**src/rtl/ppf_pkg.sv**
```systemverilog
// Constants and types for the PHY packet framer and receive queue
package ppf_pkg;
    // Register byte offsets
    localparam logic [7:0] OFF_RXQ_CFG   = 8'h30;
    localparam logic [7:0] OFF_NODE_ID   = 8'h34;
    localparam logic [7:0] OFF_PHY_STATE = 8'h38;
    localparam logic [7:0] OFF_TX_FIRST  = 8'h70;
    localparam logic [7:0] OFF_TX_LAST   = 8'h78;
    localparam logic [7:0] OFF_RXQ_READ  = 8'h80;
    // Queue config/status and PHY state field positions
    localparam int CFG_EN_BIT      = 0;
    localparam int CFG_FLUSH_BIT   = 1;
    localparam int CFG_HDR_ERR_BIT = 2;
    localparam int CFG_INV_ERR_BIT = 3;
    localparam int CFG_SPD_ERR_BIT = 4;
    localparam int CFG_EMPTY_BIT   = 5;
    localparam int CFG_FULL_BIT    = 6;
    localparam int CFG_COUNT_LSB   = 8;
    localparam int PHY_FROOT_BIT   = 8;
    localparam int PHY_BUSY_BIT    = 9;
    // Reset values
    localparam logic        CFG_EN_RESET  = 1'b1;
    localparam logic [15:0] NODE_ID_RESET = 16'hffff;
    localparam logic [7:0]  GAP_DEFAULT   = 8'h63;
    // PHY packet marker
    localparam logic [15:0] PHY_MARKER   = 16'h00e0;
    localparam logic [15:0] MARKER_CLEAR = 16'h0000;
    // Packet identifiers and extended types
    localparam logic [1:0] PID_CONFIG  = 2'h0;
    localparam logic [1:0] PID_LINK_ON = 2'h1;
    localparam logic [1:0] PID_SELF_ID = 2'h2;
    localparam logic [3:0] EXT_PING       = 4'h0;
    localparam logic [3:0] EXT_BASE_READ  = 4'h1;
    localparam logic [3:0] EXT_PAGED_READ = 4'h5;
    localparam logic [3:0] EXT_COMMAND    = 4'h8;
    localparam logic [3:0] EXT_RESUME     = 4'hf;
    localparam logic [3:0] PAGED_BASE     = 4'h8;
    // Remote command codes
    localparam logic [2:0] CMD_DISABLE     = 3'h1;
    localparam logic [2:0] CMD_SUSPEND     = 3'h2;
    localparam logic [2:0] CMD_CLEAR_FAULT = 3'h4;
    localparam logic [2:0] CMD_ENABLE      = 3'h5;
    localparam logic [2:0] CMD_RESUME      = 3'h6;
    // Receive queue
    localparam logic [3:0] TCODE_QREAD_REQ  = 4'h4;
    localparam logic [3:0] TCODE_WRITE_RESP = 4'h2;
    localparam logic [1:0] SPD_UNDEF        = 2'h3;
    localparam logic [1:0] DATA_WORD_IDX    = 2'h3;
    // Transmit path states
    typedef enum logic [0:0] {TX_IDLE, TX_SEND} ppf_tx_state_t;
endpackage

```
**src/rtl/ppf_top.sv**
```systemverilog
// PHY packet framer, PHY packet decoder and receive queue with APB slave
`timescale 1ns/1ps

module ppf_top import ppf_pkg::*; #(
    parameter int DEPTH = 16
) (
    // Clock and reset
    input  wire logic        clk,
    input  wire logic        rst_b,
    // APB slave
    input  wire logic        psel,
    input  wire logic        penable,
    input  wire logic        pwrite,
    input  wire logic [7:0]  paddr,
    input  wire logic [31:0] pwdata,
    output logic [31:0]      prdata,
    output logic             pready,
    output logic             pslverr,
    // Transmit toward PHY interface
    output logic             phy_tx_valid,
    output logic             phy_tx_is_phy,
    output logic [31:0]      phy_tx_q0,
    output logic [31:0]      phy_tx_q1,
    input  wire logic        phy_tx_ready,
    // Received PHY packets
    input  wire logic        rx_valid,
    input  wire logic [31:0] rx_q0,
    input  wire logic [31:0] rx_q1,
    input  wire logic        bus_reset,
    // PHY side effects
    output logic             hdr_err,
    output logic             link_on_evt,
    output logic             self_id_req,
    output logic             reg_read_req,
    output logic [3:0]       reg_read_addr,
    output logic [2:0]       reg_read_page,
    output logic [3:0]       reg_read_port,
    output logic             cmd_confirm,
    output logic [3:0]       cmd_port,
    output logic             port_disable_req,
    output logic             suspend_req,
    output logic             clear_fault_req,
    output logic             port_enable_req,
    output logic             port_resume_req,
    output logic             resume_all,
    output logic             force_root,
    output logic [7:0]       gap_count,
    // Receive queue input stream
    input  wire logic        rxq_valid,
    input  wire logic        rxq_sop,
    input  wire logic        rxq_eop,
    input  wire logic [31:0] rxq_data,
    input  wire logic [3:0]  rxq_status,
    input  wire logic [1:0]  rxq_spd,
    input  wire logic [3:0]  rxq_ack,
    input  wire logic [3:0]  rxq_tcode,
    input  wire logic        rxq_for_agent,
    output logic             rxq_ready
);
    localparam int AW = $clog2(DEPTH);
    localparam int CW = $clog2(DEPTH + 1);
    // Addressed-to-this-node check on the Dest_phy_node_id field
    function automatic logic addressed(input logic [31:0] q, input logic [5:0] id);
        addressed = (q[29:24] == id);
    endfunction
    logic [15:0]   node_id;
    logic          q_en;
    logic          err_hdr;
    logic          err_inv;
    logic          err_spd;
    logic [31:0]   tx_first;
    ppf_tx_state_t tx_state;
    logic [31:0]   mem [DEPTH];
    logic [AW-1:0] wptr;
    logic [AW-1:0] rptr;
    logic [CW-1:0] count;
    logic          tok_done;
    logic [1:0]    widx;
    logic [1:0]    resets_seen;

    // Bus decode
    logic setup;
    logic acc;
    logic wr;
    logic rd;
    logic mapped;
    assign setup  = psel & ~penable;
    assign acc    = psel & penable;
    assign wr     = acc & pwrite;
    assign rd     = acc & ~pwrite;
    assign mapped = (paddr == OFF_RXQ_CFG) | (paddr == OFF_NODE_ID) | (paddr == OFF_PHY_STATE) |
                    (paddr == OFF_TX_FIRST) | (paddr == OFF_TX_LAST) | (paddr == OFF_RXQ_READ);
    assign pready  = 1'b1;
    assign pslverr = acc & ~mapped;
    // Queue status terms
    logic empty;
    logic full;
    logic pop;
    logic flush;
    assign empty = (count == '0);
    assign full  = (count == CW'(DEPTH));
    assign pop   = rd & (paddr == OFF_RXQ_READ) & ~empty;
    assign flush = wr & (paddr == OFF_RXQ_CFG) & pwdata[CFG_FLUSH_BIT];
    // Read data captured in setup phase
    always_ff @(posedge clk or negedge rst_b) begin
        if (!rst_b) begin
            prdata <= 32'h0000_0000;
        end else if (setup) begin
            prdata <= 32'h0000_0000;
            case (paddr)
                OFF_RXQ_CFG: begin
                    prdata[CFG_EN_BIT]      <= q_en;
                    prdata[CFG_HDR_ERR_BIT] <= err_hdr;
                    prdata[CFG_INV_ERR_BIT] <= err_inv;
                    prdata[CFG_SPD_ERR_BIT] <= err_spd;
                    prdata[CFG_EMPTY_BIT]   <= empty;
                    prdata[CFG_FULL_BIT]    <= full;
                    prdata[CFG_COUNT_LSB +: CW] <= count;
                end
                OFF_NODE_ID:   prdata[15:0] <= node_id;
                OFF_PHY_STATE: begin
                    prdata[7:0]           <= gap_count;
                    prdata[PHY_FROOT_BIT] <= force_root;
                    prdata[PHY_BUSY_BIT]  <= (tx_state == TX_SEND);
                end
                OFF_RXQ_READ:  prdata <= empty ? 32'h0000_0000 : mem[rptr];
                default:       prdata <= 32'h0000_0000;
            endcase
        end
    end
    // Software control registers
    always_ff @(posedge clk or negedge rst_b) begin
        if (!rst_b) begin
            q_en    <= CFG_EN_RESET;
            node_id <= NODE_ID_RESET;
        end else if (wr) begin
            if (paddr == OFF_RXQ_CFG) q_en <= pwdata[CFG_EN_BIT];
            if (paddr == OFF_NODE_ID) node_id <= pwdata[15:0];
        end
    end
    // Transmit path: first quadlet held, second launches
    logic tx_launch;
    assign tx_launch = wr & (paddr == OFF_TX_LAST) & (tx_state == TX_IDLE);
    always_ff @(posedge clk or negedge rst_b) begin
        if (!rst_b) begin
            tx_first      <= 32'h0000_0000;
            tx_state      <= TX_IDLE;
            phy_tx_valid  <= 1'b0;
            phy_tx_is_phy <= 1'b0;
            phy_tx_q0     <= 32'h0000_0000;
            phy_tx_q1     <= 32'h0000_0000;
        end else begin
            // First quadlet captured at its offset
            if (wr && paddr == OFF_TX_FIRST && tx_state == TX_IDLE) tx_first <= pwdata;
            case (tx_state)
                TX_IDLE: begin
                    if (tx_launch) begin
                        tx_state     <= TX_SEND;
                        phy_tx_valid <= 1'b1;
                        phy_tx_q1    <= pwdata;
                        phy_tx_is_phy <= (tx_first[15:0] == PHY_MARKER);
                        phy_tx_q0 <= (tx_first[15:0] == PHY_MARKER) ?
                                     {tx_first[31:16], MARKER_CLEAR} : tx_first;
                    end
                end
                TX_SEND: begin
                    if (phy_tx_ready) begin
                        tx_state     <= TX_IDLE;
                        phy_tx_valid <= 1'b0;
                    end
                end
                default: tx_state <= TX_IDLE;
            endcase
        end
    end

    // Received PHY packet classification
    logic rx_good;
    logic is_cfg;
    logic is_ext;
    logic for_us;
    logic [3:0] ext_type;
    logic [2:0] cmnd;
    assign rx_good  = rx_valid & (rx_q1 == ~rx_q0);
    assign is_cfg   = rx_good & (rx_q0[31:30] == PID_CONFIG) & (rx_q0[23] | rx_q0[22]);
    assign is_ext   = rx_good & (rx_q0[31:30] == PID_CONFIG) & ~rx_q0[23] & ~rx_q0[22];
    assign for_us   = addressed(rx_q0, node_id[5:0]);
    assign ext_type = rx_q0[19:16];
    assign cmnd     = rx_q0[2:0];

    // Force-root and gap count state
    always_ff @(posedge clk or negedge rst_b) begin
        if (!rst_b) begin
            force_root  <= 1'b0;
            gap_count   <= GAP_DEFAULT;
            resets_seen <= 2'h0;
        end else begin
            // Only the selected root keeps force-root
            if (is_cfg && rx_q0[23]) force_root <= for_us;
            if (is_cfg && rx_q0[22]) begin
                gap_count   <= {2'h0, rx_q0[21:16]};
                resets_seen <= 2'h0;
            end else if (bus_reset) begin
                if (resets_seen != 2'h0) gap_count <= GAP_DEFAULT;
                else resets_seen <= 2'h1;
            end
        end
    end

    // PHY event pulses
    always_ff @(posedge clk or negedge rst_b) begin
        if (!rst_b) begin
            hdr_err          <= 1'b0;
            link_on_evt      <= 1'b0;
            self_id_req      <= 1'b0;
            reg_read_req     <= 1'b0;
            reg_read_addr    <= 4'h0;
            reg_read_page    <= 3'h0;
            reg_read_port    <= 4'h0;
            cmd_confirm      <= 1'b0;
            cmd_port         <= 4'h0;
            port_disable_req <= 1'b0;
            suspend_req      <= 1'b0;
            clear_fault_req  <= 1'b0;
            port_enable_req  <= 1'b0;
            port_resume_req  <= 1'b0;
            resume_all       <= 1'b0;
        end else begin
            // False header error on id match
            hdr_err <= rx_good & (rx_q0[31:30] == PID_CONFIG) & (rx_q0[31:16] == node_id);
            link_on_evt <= rx_good & (rx_q0[31:30] == PID_LINK_ON) & for_us;
            self_id_req <= is_ext & for_us & (ext_type == EXT_PING);
            reg_read_req <= is_ext & for_us & ((ext_type == EXT_BASE_READ) | (ext_type == EXT_PAGED_READ));
            if (is_ext && for_us) begin
                reg_read_addr <= (ext_type == EXT_PAGED_READ) ? (PAGED_BASE + {1'b0, rx_q0[8:6]})
                                                              : {1'b0, rx_q0[8:6]};
                reg_read_page <= rx_q0[15:13];
                reg_read_port <= rx_q0[12:9];
                cmd_port      <= rx_q0[12:9];
            end
            cmd_confirm <= is_ext & for_us & (ext_type == EXT_COMMAND);
            port_disable_req <= is_ext & for_us & (ext_type == EXT_COMMAND) & (cmnd == CMD_DISABLE);
            suspend_req      <= is_ext & for_us & (ext_type == EXT_COMMAND) & (cmnd == CMD_SUSPEND);
            clear_fault_req  <= is_ext & for_us & (ext_type == EXT_COMMAND) & (cmnd == CMD_CLEAR_FAULT);
            port_enable_req  <= is_ext & for_us & (ext_type == EXT_COMMAND) & (cmnd == CMD_ENABLE);
            port_resume_req  <= is_ext & for_us & (ext_type == EXT_COMMAND) & (cmnd == CMD_RESUME);
            resume_all <= is_ext & (ext_type == EXT_RESUME);
        end
    end

    // Receive queue write side
    logic tok_wr;
    logic word_acc;
    logic skip;
    logic push;
    // Agent packets are accepted and dropped
    assign tok_wr   = q_en & rxq_valid & rxq_sop & ~tok_done & ~rxq_for_agent & ~full;
    assign rxq_ready = q_en & (rxq_for_agent | (~full & (~rxq_sop | tok_done)));
    assign word_acc = rxq_valid & rxq_ready;
    // Data quadlet omitted for these codes
    assign skip = rxq_for_agent | ((widx == DATA_WORD_IDX) &
                  ((rxq_tcode == TCODE_QREAD_REQ) | (rxq_tcode == TCODE_WRITE_RESP)));
    assign push = tok_wr | (word_acc & ~skip);

    // Queue storage and pointers
    always_ff @(posedge clk or negedge rst_b) begin
        if (!rst_b) begin
            wptr     <= '0;
            rptr     <= '0;
            count    <= '0;
            tok_done <= 1'b0;
            widx     <= 2'h0;
        end else if (flush) begin
            wptr     <= '0;
            rptr     <= '0;
            count    <= '0;
            tok_done <= 1'b0;
            widx     <= 2'h0;
        end else begin
            if (tok_wr) tok_done <= 1'b1;
            if (word_acc) begin
                widx <= rxq_eop ? 2'h0 : ((widx == 2'h3) ? widx : widx + 2'h1);
                if (rxq_eop) tok_done <= 1'b0;
            end
            if (push) wptr <= (wptr == AW'(DEPTH - 1)) ? '0 : wptr + AW'(1);
            if (pop) rptr <= (rptr == AW'(DEPTH - 1)) ? '0 : rptr + AW'(1);
            count <= count + CW'(push) - CW'(pop);
        end
    end

    // Queue memory: token or received packet word
    always_ff @(posedge clk) begin
        if (push && !flush) begin
            // Token: status, speed, ack; speed code kept
            mem[wptr] <= tok_wr ? {rxq_status, 10'h000, rxq_spd, 12'h000, rxq_ack} : rxq_data;
        end
    end

    // Sticky error flags, set beats clear
    always_ff @(posedge clk or negedge rst_b) begin
        if (!rst_b) begin
            err_hdr <= 1'b0;
            err_inv <= 1'b0;
            err_spd <= 1'b0;
        end else begin
            err_hdr <= hdr_err | (err_hdr & ~(wr && paddr == OFF_RXQ_CFG && pwdata[CFG_HDR_ERR_BIT]));
            err_inv <= (rx_valid & ~rx_good) |
                       (err_inv & ~(wr && paddr == OFF_RXQ_CFG && pwdata[CFG_INV_ERR_BIT]));
            err_spd <= (tok_wr & (rxq_spd == SPD_UNDEF)) |
                       (err_spd & ~(wr && paddr == OFF_RXQ_CFG && pwdata[CFG_SPD_ERR_BIT]));
        end
    end

    // Assertions
    // Marker cleared
    a_tx_marker_zero: assert property (@(posedge clk) disable iff (!rst_b)
        phy_tx_valid && phy_tx_is_phy |-> phy_tx_q0[15:0] == MARKER_CLEAR)
        else $error("marker not cleared");
    a_tx_launch_phy: assert property (@(posedge clk) disable iff (!rst_b)
        tx_launch && tx_first[15:0] == PHY_MARKER |=> phy_tx_valid && phy_tx_is_phy && phy_tx_q1 == $past(pwdata))
        else $error("PHY packet not launched");
    a_hdr_err_pulse: assert property (@(posedge clk) disable iff (!rst_b)
        rx_good && rx_q0[31:30] == PID_CONFIG && rx_q0[31:16] == node_id |=> hdr_err)
        else $error("header error missing");
    a_inv_discard: assert property (@(posedge clk) disable iff (!rst_b)
        rx_valid && rx_q1 != ~rx_q0 |=> !link_on_evt && !self_id_req && !cmd_confirm && !hdr_err)
        else $error("bad packet acted on");
    a_force_root_sel: assert property (@(posedge clk) disable iff (!rst_b)
        is_cfg && rx_q0[23] |=> force_root == ($past(rx_q0[29:24]) == node_id[5:0]))
        else $error("force root wrong");
    a_gap_load: assert property (@(posedge clk) disable iff (!rst_b)
        is_cfg && rx_q0[22] |=> gap_count == {2'h0, $past(rx_q0[21:16])})
        else $error("gap not loaded");
    // Gap survives one reset, restored after second
    a_gap_restore: assert property (@(posedge clk) disable iff (!rst_b)
        bus_reset && resets_seen != 2'h0 && !(is_cfg && rx_q0[22]) |=> gap_count == GAP_DEFAULT)
        else $error("gap not restored");
    a_reserved_cfg: assert property (@(posedge clk) disable iff (!rst_b)
        is_ext && !bus_reset |=> $stable(gap_count) && $stable(force_root))
        else $error("reserved config acted on");
    a_ping_selfid: assert property (@(posedge clk) disable iff (!rst_b)
        is_ext && for_us && ext_type == EXT_PING |=> self_id_req)
        else $error("ping not answered");
    a_rxq_skip: assert property (@(posedge clk) disable iff (!rst_b)
        word_acc && skip && !pop && !flush |=> count == $past(count))
        else $error("skipped word stored");
    c_phy_send: cover property (@(posedge clk) disable iff (!rst_b) phy_tx_valid && phy_tx_is_phy && phy_tx_ready);
    c_link_on:  cover property (@(posedge clk) disable iff (!rst_b) link_on_evt);
    c_rxq_read: cover property (@(posedge clk) disable iff (!rst_b) pop);
    c_remote:   cover property (@(posedge clk) disable iff (!rst_b) reg_read_req ##[1:20] cmd_confirm);
endmodule // ppf_top

```
**config.mk**
```make
export PLATFORM = sky130hd
export DESIGN_NAME = ppf_top
export DESIGN_NICKNAME = d
export VERILOG_FILES = /design/src/rtl/ppf_pkg.sv /design/src/rtl/ppf_top.sv
export SDC_FILE = /design/constraint.sdc
export NUM_CORES = 1
export LEC_CHECK = 0
export ABC_CLOCK_PERIOD_IN_PS = 9400
export BUFFER_PORTS_ARGS = -buffer_cell sky130_fd_sc_hd__buf_2
export CAP_MARGIN = 20
export CORE_ASPECT_RATIO = 1.25
export CORE_MARGIN = 10
export CORE_UTILIZATION = 60
export CTS_CLUSTER_SIZE = 16
export DETAILED_ROUTE_END_ITERATION = 10
export MAX_ROUTING_LAYER = met4
export PLACE_DENSITY = 0.81
export SLEW_MARGIN = 30
export SYNTH_ARGS = -nofsm -noshare
export SYNTH_HDL_FRONTEND = slang
export SYNTH_SLANG_ARGS = --single-unit
```
**constraint.sdc**
```tcl
create_clock -name clk -period 9.4 [get_ports clk]
set_clock_uncertainty 0.05 [all_clocks]
set_input_delay 0.94 -clock clk [delete_from_list [all_inputs] [get_ports clk]]
set_output_delay 0.94 -clock clk [all_outputs]
set_load 0.01 [all_outputs]
```
[After elaboration in Yosys (flattened, before gate mapping)]
Memory sizes are Yosys's and may differ from the RTL's.
Index checks and enable logic that the tools add are counted.
Word-level totals
  register bits after elaboration: 200
  latch bits: 0
  bits in writable memories: 512
  bits in read-only memories: 0
  input bits: 162
  output and inout port bits: 136
  word-level logic and storage cells: 216
  memories kept: 1
Cells by class
  $add $sub $neg: 6
  multipliers: 0
  divide/modulo/power cells: 0
  $lt $le $gt $ge: 0
  equal/unequal tests: 31
  shifts and indexed selects: 0
  muxes and demuxes: 41
  bitwise logic cells: 76
  reduce and logical (&&, ||, !) cells: 27
Memories
  mem: depth 16, bits a word 32, rd ports 1, clocked after Yosys merged registers in 0, write ports 1, RTL line ppf_top.sv:73  | logic [31:0] mem [DEPTH];
Operator list (count)
  2-to-1 mux 32 bit: 2
  AND 1 bit: 44
  equality test 32 bit: 1
  2-to-1 mux 16 bit: 2
  inverter 32 bit: 1
  2-to-1 mux 4 bit: 7
  equality test 8 x 6 -> 1 bit (second input constant): 3
  2-to-1 mux 8 bit: 3
  case mux 5 bit (4 select lines): 1
  equality test 16 bit: 1
  equality test 16 x 8 -> 1 bit (second input constant): 1
  equality test 4 bit (second input constant): 4
  equality test 8 x 7 -> 1 bit (second input constant): 2
  inverter 1 bit: 16
  OR 1 bit: 15
  2-to-1 mux 2 bit: 7
  AND reduction 2 bit: 7
  nonzero test 2 bit: 6
  logical AND 1 bit: 10
  2-to-1 mux 1 bit: 10
  equality test 3 bit (second input constant): 3
  case mux 3 bit (3 select lines): 1
  adder 4 x 1 -> 4 bit (second input constant): 2
  equality test 4 x 3 -> 1 bit (second input constant): 2
  other kinds (25): 30

[Depth between registers and ports, before layout]
Gate-level depths: netlist of the first run.
  depth after elaboration: 11
  gate-level depth with buffers: 15
  gate-level depth less buffers: 15

[Worst setup path before layout of the first run]
OpenSTA, ideal clock, no wires.
  path type: input to register
  start: input port paddr[4]
  end: register count[4]
  library setup time: 0.126 ns
  arrival: 3.200 ns
  required time: 9.224 ns
  setup slack: 6.025 ns
  cell stages on the path: 12
  path buffers: 0
  path through: or4b_4 -> nor4_4 -> ha_1 -> inv_1 -> ha_1 -> inv_1 -> fa_1 -> inv_1 -> a21oi_1 -> nor2_1 -> or3_1 -> a21oi_1
Between the ends
  word-level cells in the longest chain between the ends: 5
  elaborated cells between the ends (all ways): 8
  those cells by class: 1 x add/sub; 2 x eq/ne; 1 x mux; 4 x bitwise
Ends and longest elaborated chain
  start, declared: RTL line ppf_top.sv:14  | input wire logic [7:0] paddr,
  equality test 8 bit: RTL line ppf_top.sv:102  | assign pop = rd & (paddr == OFF_RXQ_READ) & ~empty;
  AND 1 bit (2 in a row): RTL line ppf_top.sv:102
  subtractor 5 x 1 -> 5 bit: RTL line ppf_top.sv:287  | count <= count + CW'(push) - CW'(pop);
  2-to-1 mux 5 bit *: RTL line ppf_top.sv:273  | end else if (flush) begin
  end signal, assigned: RTL line ppf_top.sv:287
  end, declared: RTL line ppf_top.sv:76  | logic [CW-1:0] count;
Mark *: on every way between the ends. The rest lies on a longest branch, timed or not.
A chain may end at the register's enable or synchronous reset.

[Worst setup path in the final report of the first run]
  start: register rptr[0]
  end: register prdata[31]
Between the ends
  word-level cells in the longest chain between the ends: 3
Ends and longest elaborated chain
  start, declared: RTL line ppf_top.sv:75  | logic [AW-1:0] rptr;
  start signal, assigned: RTL line ppf_top.sv:286  | if (pop) rptr <= (rptr == AW'(DEPTH - 1)) ? '0 : rptr + AW'(1);
  memory (16 x 32 bit)
  2-to-1 mux 32 bit: RTL line ppf_top.sv:126  | OFF_RXQ_READ: prdata <= empty ? 32'h0000_0000 : mem[rptr];
  2-to-1 mux 16 bit: RTL line ppf_top.sv:110  | case (paddr)
  end signal, assigned by index: RTL line ppf_top.sv:112  | prdata[CFG_EN_BIT] <= q_en;
  end signal, assigned by index: RTL line ppf_top.sv:113  | prdata[CFG_HDR_ERR_BIT] <= err_hdr;
  end signal, assigned: RTL line ppf_top.sv:126
  end, declared: RTL line ppf_top.sv:16  | output logic [31:0] prdata,
No other way between the ends.

==> metrics.md, run 1 <==
| Metric | Value |
|---|---|
| Worst r2r dst | prdata[31] |
| Final Cell Area | around 0.033 sq mm |
| Met2 global-route usage | roughly 44% |
| Leakage Power | roughly 13 nW |
| Crit end category | flop |
| Worst reg2reg setup slack | about 5700 ps |
| Comb pwr share | under 10% |
| Area delta synth->final | 14.8% |
| F_max | about 270 MHz |
| CTS tree | built |
| Max incr delay on CP | just over 800 ps |
| Critical R2R Launch | rptr[0] |
| Number of synthesized flops with an enable pin | a little over 500 |
| Post-Syn Instances | roughly 1600 |
| Placer Congestion | 0.934 |
| Post-CTS Hold Buffers | 0 |
| Initial antenna violation count | 2 |
| Post-DR wirelength/cell | around 28 microns |
| Area of the multi-input gates | 0.00787 sq mm |
| Slew HR | a little under a third |
| Clock Root Buffer | clkbuf_16 |
| Yosys top cell area share | approximately 54% |
| Final period utilization | 39.4% |
| Seq/Total Area, Yosys | about 70% |
| Inserted Clock Buffers | 66 |
| Slew @ Worst Pin | about 1000 ps |
| Status | finished clean |
| CP max FO | 35 |
| Final number of setup-violating endpoints | 0 |
| Crit path cell chain | buf_4 -> buf_4 -> mux4_2 -> mux4_2 -> a22o_1 |
| Clk buf depth | 3 |
| Placed Area | between 0.03 and 0.04 sq mm |
| Worst setup SP type | flop |
| Worst EP required | around 10000 ps |
| P per Cell Area | 192 mW/mm^2 |
| Resized Gates After CTS | 0 |
| Drt total wl | approximately 73 mm |
| Setup TNS | 0 ps |
| Max H-tree Level | 3 |
| Final Hold Viols | 0 |
| DP Wirelength | 45.4 mm |
| Switch Pwr | approximately 0.0013 W |
| Worst hold path type | input pin to asynchronous set/reset pin |
| Register cell area after layout | around 0.020 sq mm |
| First-pass GRT wire length | 111 mm |
| Number of I/O port buffers | slightly below 300 |
| Synth area leaders | edfxtp_1 (54%), dfrtp_1 (16%), mux4_2 (12%) |
| Clock sink count | 710 |
| Die Ht | ~260 microns |
| Top_reg_cell synth | edfxtp_1 |
| Mapped Nets | between 1500 and 2000 |
| Reg clk slew, reported paths | around 60 ps |
| Internal power | between 0.004 and 0.005 W |
| Yosys warning count | 0 |
| Routing usage on met1 | 32.9% |
| Most common cell in the netlist | edfxtp_1 |
| Count of different cell masters after synthesis | 61 |
| Switch share | between 20% and 30% |
| VDD IR max | ~0.00021 V |
| FP Rows | 89 |
| I/O pin cnt | ~300 |
| Seq cells post-synth | between 700 and 800 |
| Max Cap Viol | 0 |
| Share of layout cells above drive strength 1 | about 36% |
| Die width | 215 microns |
| Vias per Instance | between 6 and 7 |
| Via count | about 16000 |
| Netlist Area Pre-Place | roughly 0.029 sq mm |
| Number of setup buffers added after CTS | 0 |
| GRT Overall Usage | between 20% and 30% |
| GRT Max-Usage Layer | met2 |
| Register-to-Register Path Depth | 5 |
| Post-synth top area cell | edfxtp_1 |
| Min Clock Period, post-route | between 3000 and 4000 ps |
| Initial DRC Count | around 1700 |
| Slew Limit Fails | 0 |
| Largest net degree at the start of global routing | between 100 and 150 |
| Vias in the first global route | around 17000 |
| RSZ-0062 raised after global routing | no |
| Most frequent cells after synthesis | edfxtp_1 (512), nand2_1 (233), dfrtp_1 (177) |
| Core Area | 0.0471 sq mm |
| Clock power share | between 40% and 50% |
| Routing usage on met3 | 4.60% |
| Initial Util | 60.6% |
| Asr flop ratio synth | between 20 and 30% |
| Critical path's slowest cell | dfrtp_4 |
| Worst Path Arrival | 4130 ps |
| DRT Pass-1 Iters | 5 |
| Mapped Avg Cell Area | approximately 18 sq um |
| Die area | 0.0568 sq mm |
| # fillers | approximately 3000 |
| Nets | 2092 |
| Grt ovf | 0 |
| Seq pwr share | roughly 54% |
| Post-route ant nets | 0 |
| Worst-Skew Late Latency | ~600 ps |
| Crit path kind | flop to flop |
| DRC | 0 |
## layout make-up
class / count / area share (%)
Sequential cell: 710 / 62.1
Multi-Input combinational cell: 816 / 24.0
Clock buffer: 87 / 5.60
Timing Repair Buffer: 308 / 4.87
Tap cell: 637 / 2.43
Clock inverter: 32 / 0.775
Inverter: 15 / 0.172
Antenna cell: 1 / 0.00764
## layout by cell type (no fill, tap or decap), types with 8 or more instances in the layout
master / synthesis / routed
clkbuf_16: 0 / 70
mux4_2: 152 / 152
xor2_1: 53 / 53
a22o_1: 29 / 29
o211ai_1: 8 / 8
ha_1: 12 / 12
nand2_1: 233 / 233
buf_2: 32 / 294
nor3_1: 15 / 14
and2_4: 0 / 13
nor2b_2: 0 / 22
mux2_2: 74 / 74
a21oi_1: 21 / 21
clkbuf_1: 30 / 13
dfrtp_1: 177 / 174
nor4_1: 16 / 16
o21ai_0: 15 / 15
buf_4: 10 / 12
inv_1: 15 / 15
a221oi_1: 8 / 8
nand4_1: 23 / 23
dfstp_2: 21 / 21
a222oi_1: 8 / 8
edfxtp_1: 512 / 512
nor2_1: 25 / 24
clkinv_2: 0 / 13
## state kept, by name (all words and copies together) (netlist names), 5 cells and up
signal and count:
phy_tx_q1 32, count 5, tx_first 32, phy_tx_q0 32, gap_count 7, prdata 32
node_id 16, mem 512
## critical path: cells and delay by family (launching register included)
| family | cells | cell delay [ps] |
|---|---|---|
| mux | 2 | 1130 |
| compound gates | 1 | 220 |
| buf+inv | 2 | 1310 |
| flops | 1 | 810 |
## power groups by stage
stage	clock network [W]	logic [W]	registers (W)
global placement	0	0.000253	0.00346
detailed placement	0	0.000263	0.00346
CTS	0.00264	0.000266	0.00340
finish	0.00261	0.000267	0.00340
floorplan	0	0.000139	0.00346
global route	0.00276	0.000293	0.00340
## worst max path at each step
stage	start	to	slack, ps	cells after the start
after floorplan	paddr[4]	count[4]	6020	12
after global placement	paddr[1]	mem[9][22]	5480	7
after detailed placement	paddr[1]	mem[12][18]	5350	7
after CTS	rptr[0]	prdata[31]	5570	5
after global routing	rptr[0]	prdata[3]	5390	6
final	rptr[0]	prdata[31]	5700	5
## logic make-up after synthesis
kind of cell,share of synthesized area (%)
AO/OA/AOI/OAI,2.51
AND/OR/NAND/NOR,6.99
other,0.0263
adder cells (fa/ha/maj),0.596
flip-flops,71.3
multiplexers,15.1
XOR/XNOR,1.84
buffers and inverters,1.64
## metrics by stage
step	hold slack [ps]	cells	utilization [%]	power, W	worst slack, ps
2_1_floorplan	392	1624	-	0.00360	6020
3_3_place_gp	393	2486	64.9	0.00371	5480
3_5_place_dp	401	2486	65.0	0.00373	5350
4_1_cts	327	2605	69.4	0.00630	5570
5_1_grt	311	2606	69.6	0.00645	5390
6_report	280	2606	69.6	0.00628	5700
## metal layers
metal	share of wire [%]	routed length, microns	vias to the layer above
met3	7.7	5650	115
met2	52	38000	846
met1	38	27600	8433
met5	0	0	-
met4	2.6	1890	0
li1	-	-	6859
No activity file was read; power rests on OpenSTA's default activity.
==> inputs of run 2 (changes only) <==
ABC_AREA = 1   (was unset)
ABC_CLOCK_PERIOD_IN_PS = 3600   (was 9400)
CORE_UTILIZATION = 59   (was 60)
PLACE_DENSITY = 0.8   (was 0.81)
clock period = 3.6 ns   (was 9.4 ns; I/O delays follow)
==> metrics.md, run 2 <==
| Metric | Value |
|---|---|
| Status | finished clean |
| Asr flop ratio synth | between 20% and 30% |
| Max H-tree Level | 3 |
| Crit path buffers/inverters | 5 |
| Critical Path Stages | 17 |
| Die area | 0.0589 sq mm |
| Drt total wl | ~82 mm |
| Crit path kind | flop to flop |
| Most common cell after layout, fill and taps aside | edfxtp_1 |
| Slew HR | 40.7% |
| # fillers | around 3400 |
| Internal power | 0.0132 W |
| Resized Gates After CTS | 0 |
| Most frequent cells in the layout | edfxtp_1 (512), nand2_1 (500), o21ai_0 (370), nor2_1 (335), buf_2 (294) |
| Yosys warning count | 0 |
| Clock sink count | between 700 and 800 |
| Max reg flops | about 510 |
| Worst setup margin | 608 ps |
| Critical R2R Launch | count[2] |
| Area delta synth->final | 16.3% |
| Max Cap Viol | 0 |
| Setup crit start | count[2] |
| Worst hold path type | input pin to flop |
| Via count | 21600 |
| Post-Syn Instances | 2617 |
| Register-to-Register Path Depth | 17 |
| Worst setup SP type | flop |
| Critical path's slowest cell | fa_1 |
| Most flop-heavy register | mem |
| First-pass GRT wire length | roughly 120 mm |
| Mapped Nets | about 2800 |
| Yosys top cell area share | between 50% and 60% |
| Register cell area after layout | between 0.02 and 0.025 sq mm |
| Post-route ant nets | 0 |
| Leakage Power | approximately 14 nW |
| Critical Path End | count[4] |
| Seq pwr share | roughly 53% |
| Clock power share | approximately two fifths |
| Netlist Area Pre-Place | around 0.029 sq mm |
| Final number of setup-violating endpoints | 0 |
| Worst reg2reg setup slack | 610 ps |
| Switch Pwr | ~0.0037 W |
| Mapped Avg Cell Area | 11.2 sq um |
| Worst EP required | between 4000 and 5000 ps |
| Placer Congestion | 0.945 |
| Clock Root Buffer | clkbuf_16 |
| Initial antenna violation count | 1 |
| DP Wirelength | 51.3 mm |
| Comb pwr share | between 6 and 7% |
| Clk buf depth | 3 |
| P per Cell Area | roughly 500 mW/mm^2 |
| Slew @ Worst Pin | slightly below 900 ps |
| Post-DR wirelength/cell | between 20 and 25 microns |
| Switch share | between 20 and 25% |
| Critical path's top delay family | adder cells |
| Crit end category | flop |
| DRT Pass-1 Iters | 6 |
| Grt ovf | 0 |
| Share of layout cells above drive strength 1 | between 15 and 20% |
| Crit path cell chain | inv_1 -> ha_1 -> nand4_1 -> inv_1 -> nor2_1 -> nand2_1 -> inv_1 -> ha_1 -> inv_1 -> ha_1 -> inv_1 -> fa_1 -> or2_2 -> a21oi_1 -> nor2_1 -> xor2_1 -> nor2_1 |
| RSZ-0062 raised after global routing | no |
| Number of synthesized flops with an enable pin | 512 |
| Count of different cell masters after synthesis | 47 |
| Top_reg_cell synth | edfxtp_1 |
| Number of I/O port buffers | approximately 300 |
| CP dominant cell by count | inv_1 |
| Largest net degree at the start of global routing | about 160 |
| Worst Path Arrival | 3410 ps |
| Hold WS | between 20 and 30 ps |
| Most frequent cells after synthesis | edfxtp_1 (512), nand2_1 (502), o21ai_0 (370) |
| FP Rows | 91 |
| Vias in the first global route | approximately 22000 |
| Reg clk slew, reported paths | approximately 60 ps |
| Vias per Instance | slightly below 6 |
| Seq cells post-synth | 710 |
| I/O pin cnt | 298 |
| DRC | 0 |
| Worst r2r dst | count[4] |
| Initial DRC Count | around 2500 |
| Slew Limit Fails | 0 |
| Final Hold Viols | 0 |
| Post-synth top area cell | edfxtp_1 |
| Die Ht | 269 microns |
| Initial Util | roughly three fifths |
| Most common cell in the netlist | edfxtp_1 |
| Worst-Skew Late Latency | approximately 610 ps |
| Area of the multi-input gates | roughly 0.0077 sq mm |
| Pre-CTS WS | between 200 and 300 ps |
| Inserted Clock Buffers | between 60 and 70 |
| F_max | 334 MHz |
| GRT Overall Usage | about 28% |
| VDD IR max | between 0.0003 and 0.0004 V |
| Final period utilization | a little over 80% |
| Max incr delay on CP | a little under 400 ps |
| Synth area leaders | edfxtp_1 (53%), dfrtp_1 (15%), nand2_1 (6.5%) |
| CTS tree | built |
| Min Clock Period, post-route | ~3000 ps |
| Nets | 3102 |
| Seq/Total Area, Yosys | a little over two thirds |
| Core Area | slightly below 0.05 sq mm |
| CP max FO | 3 |
| Die width | approximately 220 microns |
[run 2: routing by layer]
layer / up-vias / wire [microns] / track usage (%) / part of all wire [%]
met2: 1277 / 40500 / 46.8 / 50
met1: 10400 / 29300 / 33.3 / 36
met5: - / 0 / - / 0
met3: 247 / 7930 / 5.00 / 9.7
li1: 9716 / - / - / -
met4: 0 / 4010 / 14.4 / 4.9
[run 2: worst min path at each step]
stage / slack (ps) / to / depth (start not counted) / startpoint
finish: 30 / suspend_req / 3 / rx_q0[1]
detailed placement: 410 / phy_tx_q0[20] / 2 / tx_first[20]
floorplan: 10 / clear_fault_req / 0 / rst_b
CTS: 2 / suspend_req / 3 / rx_q0[1]
global route: 30 / clear_fault_req / 3 / rx_q0[2]
global placement: 400 / phy_tx_q0[16] / 2 / tx_first[16]
[run 2: final cells by class]
type                    count  area share, %
flip-flops and latches    710           59.9
multi-input cells        1586           22.6
repair buffers            386           6.88
clock buffers             100           5.74
well taps                 651           2.40
inverters                 177           1.97
clock inverters            18          0.490
diodes                      1        0.00737
[run 2: power by group through the flow]
stage / Clock, W / Sequential (W) / Combinational, W
final: 0.00688 / 0.00889 / 0.00113
after global routing: 0.00725 / 0.00889 / 0.00125
after CTS: 0.00691 / 0.00889 / 0.00112
after detailed placement: 0 / 0.00905 / 0.00108
after global placement: 0 / 0.00905 / 0.00104
after floorplan: 0 / 0.00904 / 0.000631
[run 2: kinds of logic (layout without fill, tap and decap cells)]
group                    Yosys count  in the layout  synth area share, %
AO/OA/AOI/OAI                    561            561                 11.0
XOR/XNOR                          25             25                0.750
adder cells (fa/ha/maj)           13             13                0.582
buffers and inverters            321            681                 4.41
flip-flops                       710            710                 69.7
other                              2              3               0.0257
AND/OR/NAND/NOR                  985            985                 13.6
[run 2: worst reg2reg max path: stages (launching register included)]
cell,delay (ps)
dfrtp_1,380
inv_1,80
ha_1,210
nand4_1,130
inv_1,80
nor2_1,140
nand2_1,110
inv_1,90
ha_1,220
inv_1,60
ha_1,150
inv_1,60
fa_1,390
or2_2,310
a21oi_1,140
nor2_1,60
xor2_1,140
nor2_1,50
[run 2: timing repair]
item / CTS / global route
setup buffers: 0 / 0
hold endpoints to repair: 132 / 0
hold buffers: 32 / 0
[run 2: metrics by stage]
| step | util (%) | TNS [ps] | total power, W | instances | instance area (sq um) |
|---|---|---|---|---|---|
| after global placement | 64.1 | 0 | 0.0101 | 3478 | 31500 |
| after CTS | 69.1 | 0 | 0.0169 | 3628 | 34000 |
| after floorplan | - | -182640 | 0.00967 | 2617 | 29200 |
| after global routing | 69.1 | 0 | 0.0174 | 3629 | 34000 |
| final | 69.1 | 0 | 0.0169 | 3629 | 34000 |
| after detailed placement | 64.1 | 0 | 0.0101 | 3478 | 31500 |
==> inputs of run 3 (changes only) <==
ABC_CLOCK_PERIOD_IN_PS = 3000   (was 3600)
clock period = 3 ns   (was 3.6 ns; I/O delays follow)
==> metrics.md, run 3 (synthesis gave the netlist of run 2 again) <==
| Metric | Value |
|---|---|
| Status | finished clean |
| Crit path buffers/inverters | 5 |
| Vias in the first global route | 22100 |
| Number of I/O port buffers | ~300 |
| CP max FO | 3 |
| Worst hold path type | input pin to flop |
| Worst Path Arrival | ~3300 ps |
| Final number of setup-violating endpoints | 0 |
| Hold WS | roughly 30 ps |
| Most flop-heavy register | mem |
| # fillers | around 3300 |
| Via count | between 20000 and 25000 |
| Post-route ant nets | 0 |
| Initial antenna violation count | 4 |
| Worst reg2reg setup slack | about 190 ps |
| Placer Congestion | slightly above 0.9 |
| GRT Max-Usage Layer | met2 |
| Die width | 219 microns |
| Routing usage on met1 | about a third |
| Critical path's slowest cell | dfrtp_1 |
| I/O pin cnt | ~300 |
| Max H-tree Level | 3 |
| Grt ovf | 0 |
| Met2 global-route usage | between 40% and 50% |
| VDD IR max | about 0.00046 V |
| Hold EP | node_id[8] |
| GRT Overall Usage | between 20 and 30% |
| Core Area | a little under 0.05 sq mm |
| Placed Area | between 0.03 and 0.04 sq mm |
| CTS tree | built |
| Post-DR wirelength/cell | around 23 microns |
| Die Ht | 269 microns |
| Die area | between 0.05 and 0.06 sq mm |
| Most common cell after layout, fill and taps aside | edfxtp_1 |
| P per Cell Area | slightly below 600 mW/mm^2 |
| CP dominant cell by count | inv_2 |
| Worst EP required | about 3400 ps |
| Register-to-Register Path Depth | 17 |
| F_max | between 300 and 400 MHz |
| Drt total wl | 84.4 mm |
| Slew HR | around 38% |
| Vias per Instance | roughly 6.0 |
| Initial Util | between 50% and 60% |
| Reg clk slew, reported paths | 60 ps |
| Most frequent cells in the layout | edfxtp_1 (512), nand2_1 (500), o21ai_0 (370), nor2_1 (334), buf_2 (294) |
| Max Cap Viol | 0 |
| First-pass GRT wire length | 127 mm |
| Crit path cell chain | inv_2 -> ha_2 -> nand4_1 -> inv_2 -> nor2_4 -> nand2_2 -> inv_2 -> ha_1 -> inv_1 -> ha_2 -> inv_1 -> fa_1 -> or2_4 -> a21oi_2 -> nor2_1 -> xor2_1 -> nor2_1 |
| Share of layout cells above drive strength 1 | 17.7% |
| Worst setup SP type | flop |
| Clk buf depth | 3 |
| Final period utilization | between 90 and 100% |
| Hold Startpoint | pwdata[8] |
| Largest net degree at the start of global routing | 195 |
| Crit path kind | flop to flop |
| Leakage Power | between 10 and 15 nW |
| Critical path's top delay family | adder cells |
| Initial DRC Count | 2473 |
| Slew Limit Fails | 0 |
| Slew @ Worst Pin | 929 ps |
| Hold depth | 3 |
| Crit end category | flop |
| Area delta synth->final | 17.9% |
| Worst-Skew Late Latency | between 600 and 700 ps |
| Setup TNS | 0 ps |
| Routing usage on met3 | approximately 5.7% |
| DRT Pass-1 Iters | 6 |
| Clock Root Buffer | clkbuf_16 |
| Critical R2R Launch | count[3] |
| DRC | 0 |
| Max incr delay on CP | between 400 and 500 ps |
| Final Hold Viols | 0 |
| DP Wirelength | around 53 mm |
| Clock sink count | 710 |
| Inserted Clock Buffers | 67 |
| Max reg flops | approximately 510 |
| Final Cell Area | between 0.03 and 0.04 sq mm |
| Worst r2r dst | count[4] |
| Nets | between 3000 and 4000 |
| Min Clock Period, post-route | between 2000 and 3000 ps |
| FP Rows | 91 |
-- run 3: changes by cell type in the layout (fill, tap and decap cells not counted), moves of 3 or more --
cell and delta:
dlygate4sd3_1 +17, buf_12 +16, inv_1 -3, clkbuf_8 -4
nor3_2 -9, nor3_4 +9, buf_4 -3, inv_2 +3
clkinv_2 +8
-- run 3: tightest hold or removal path, stage by stage --
cell and delay, ps:
buf_2 100, inv_1 150, o21ai_0 120
-- run 3: layout make-up --
type	instances	area (sq um)	area share (%)
Inverter	177	669	1.94
Timing Repair Buffer	416	2800	8.14
Sequential cell	710	20400	59.1
Multi-Input combinational cell	1586	7740	22.5
Tap cell	651	815	2.37
Clock buffer	95	1840	5.35
Antenna cell	3	7.51	0.0218
Clock inverter	27	194	0.563
-- run 3: power by group --
part / internal (W) / switching (W) / total (W)
Sequential: 0.0106 / 0.0000598 / 0.0107
Combinational: 0.000518 / 0.000961 / 0.00148
Clock: 0.00441 / 0.00363 / 0.00804
-- run 3: worst max-delay path by stage --
stage	startpoint	to	slack, ps	depth (start not counted)
after floorplan	count[2]	mem[3][0]	-930	7
after global placement	paddr[2]	count[4]	-70	18
after detailed placement	paddr[2]	count[4]	-130	18
after CTS	count[2]	count[4]	30	17
after global routing	count[3]	count[4]	-10	17
final	count[3]	count[4]	190	17
-- run 3: metal layers --
metal	part of all wire, %	routed length, microns	up-vias
met1	36	30500	10600
li1	-	-	9794
met3	9.1	7650	263
met5	0	0	-
met2	49	41700	1301
met4	5.4	4570	0
-- run 3: through the flow --
step           total power [W]  utilization, %  instances  worst slack [ps]
6_report                0.0202            70.0       3665               187
3_3_place_gp            0.0121            64.8       3488             -69.8
5_1_grt                 0.0208            70.0       3665             -13.4
2_1_floorplan           0.0116               -       2617              -929
3_5_place_dp            0.0122            64.8       3488              -125
4_1_cts                 0.0201            69.9       3659              25.8
-- run 3: timing repair --
item,4_1_cts,5_1_grt
setup endpoints to repair,0,1
hold endpoints to repair,133,0
resized for setup,0,11
hold buffers,49,0
buffers inserted,0,3
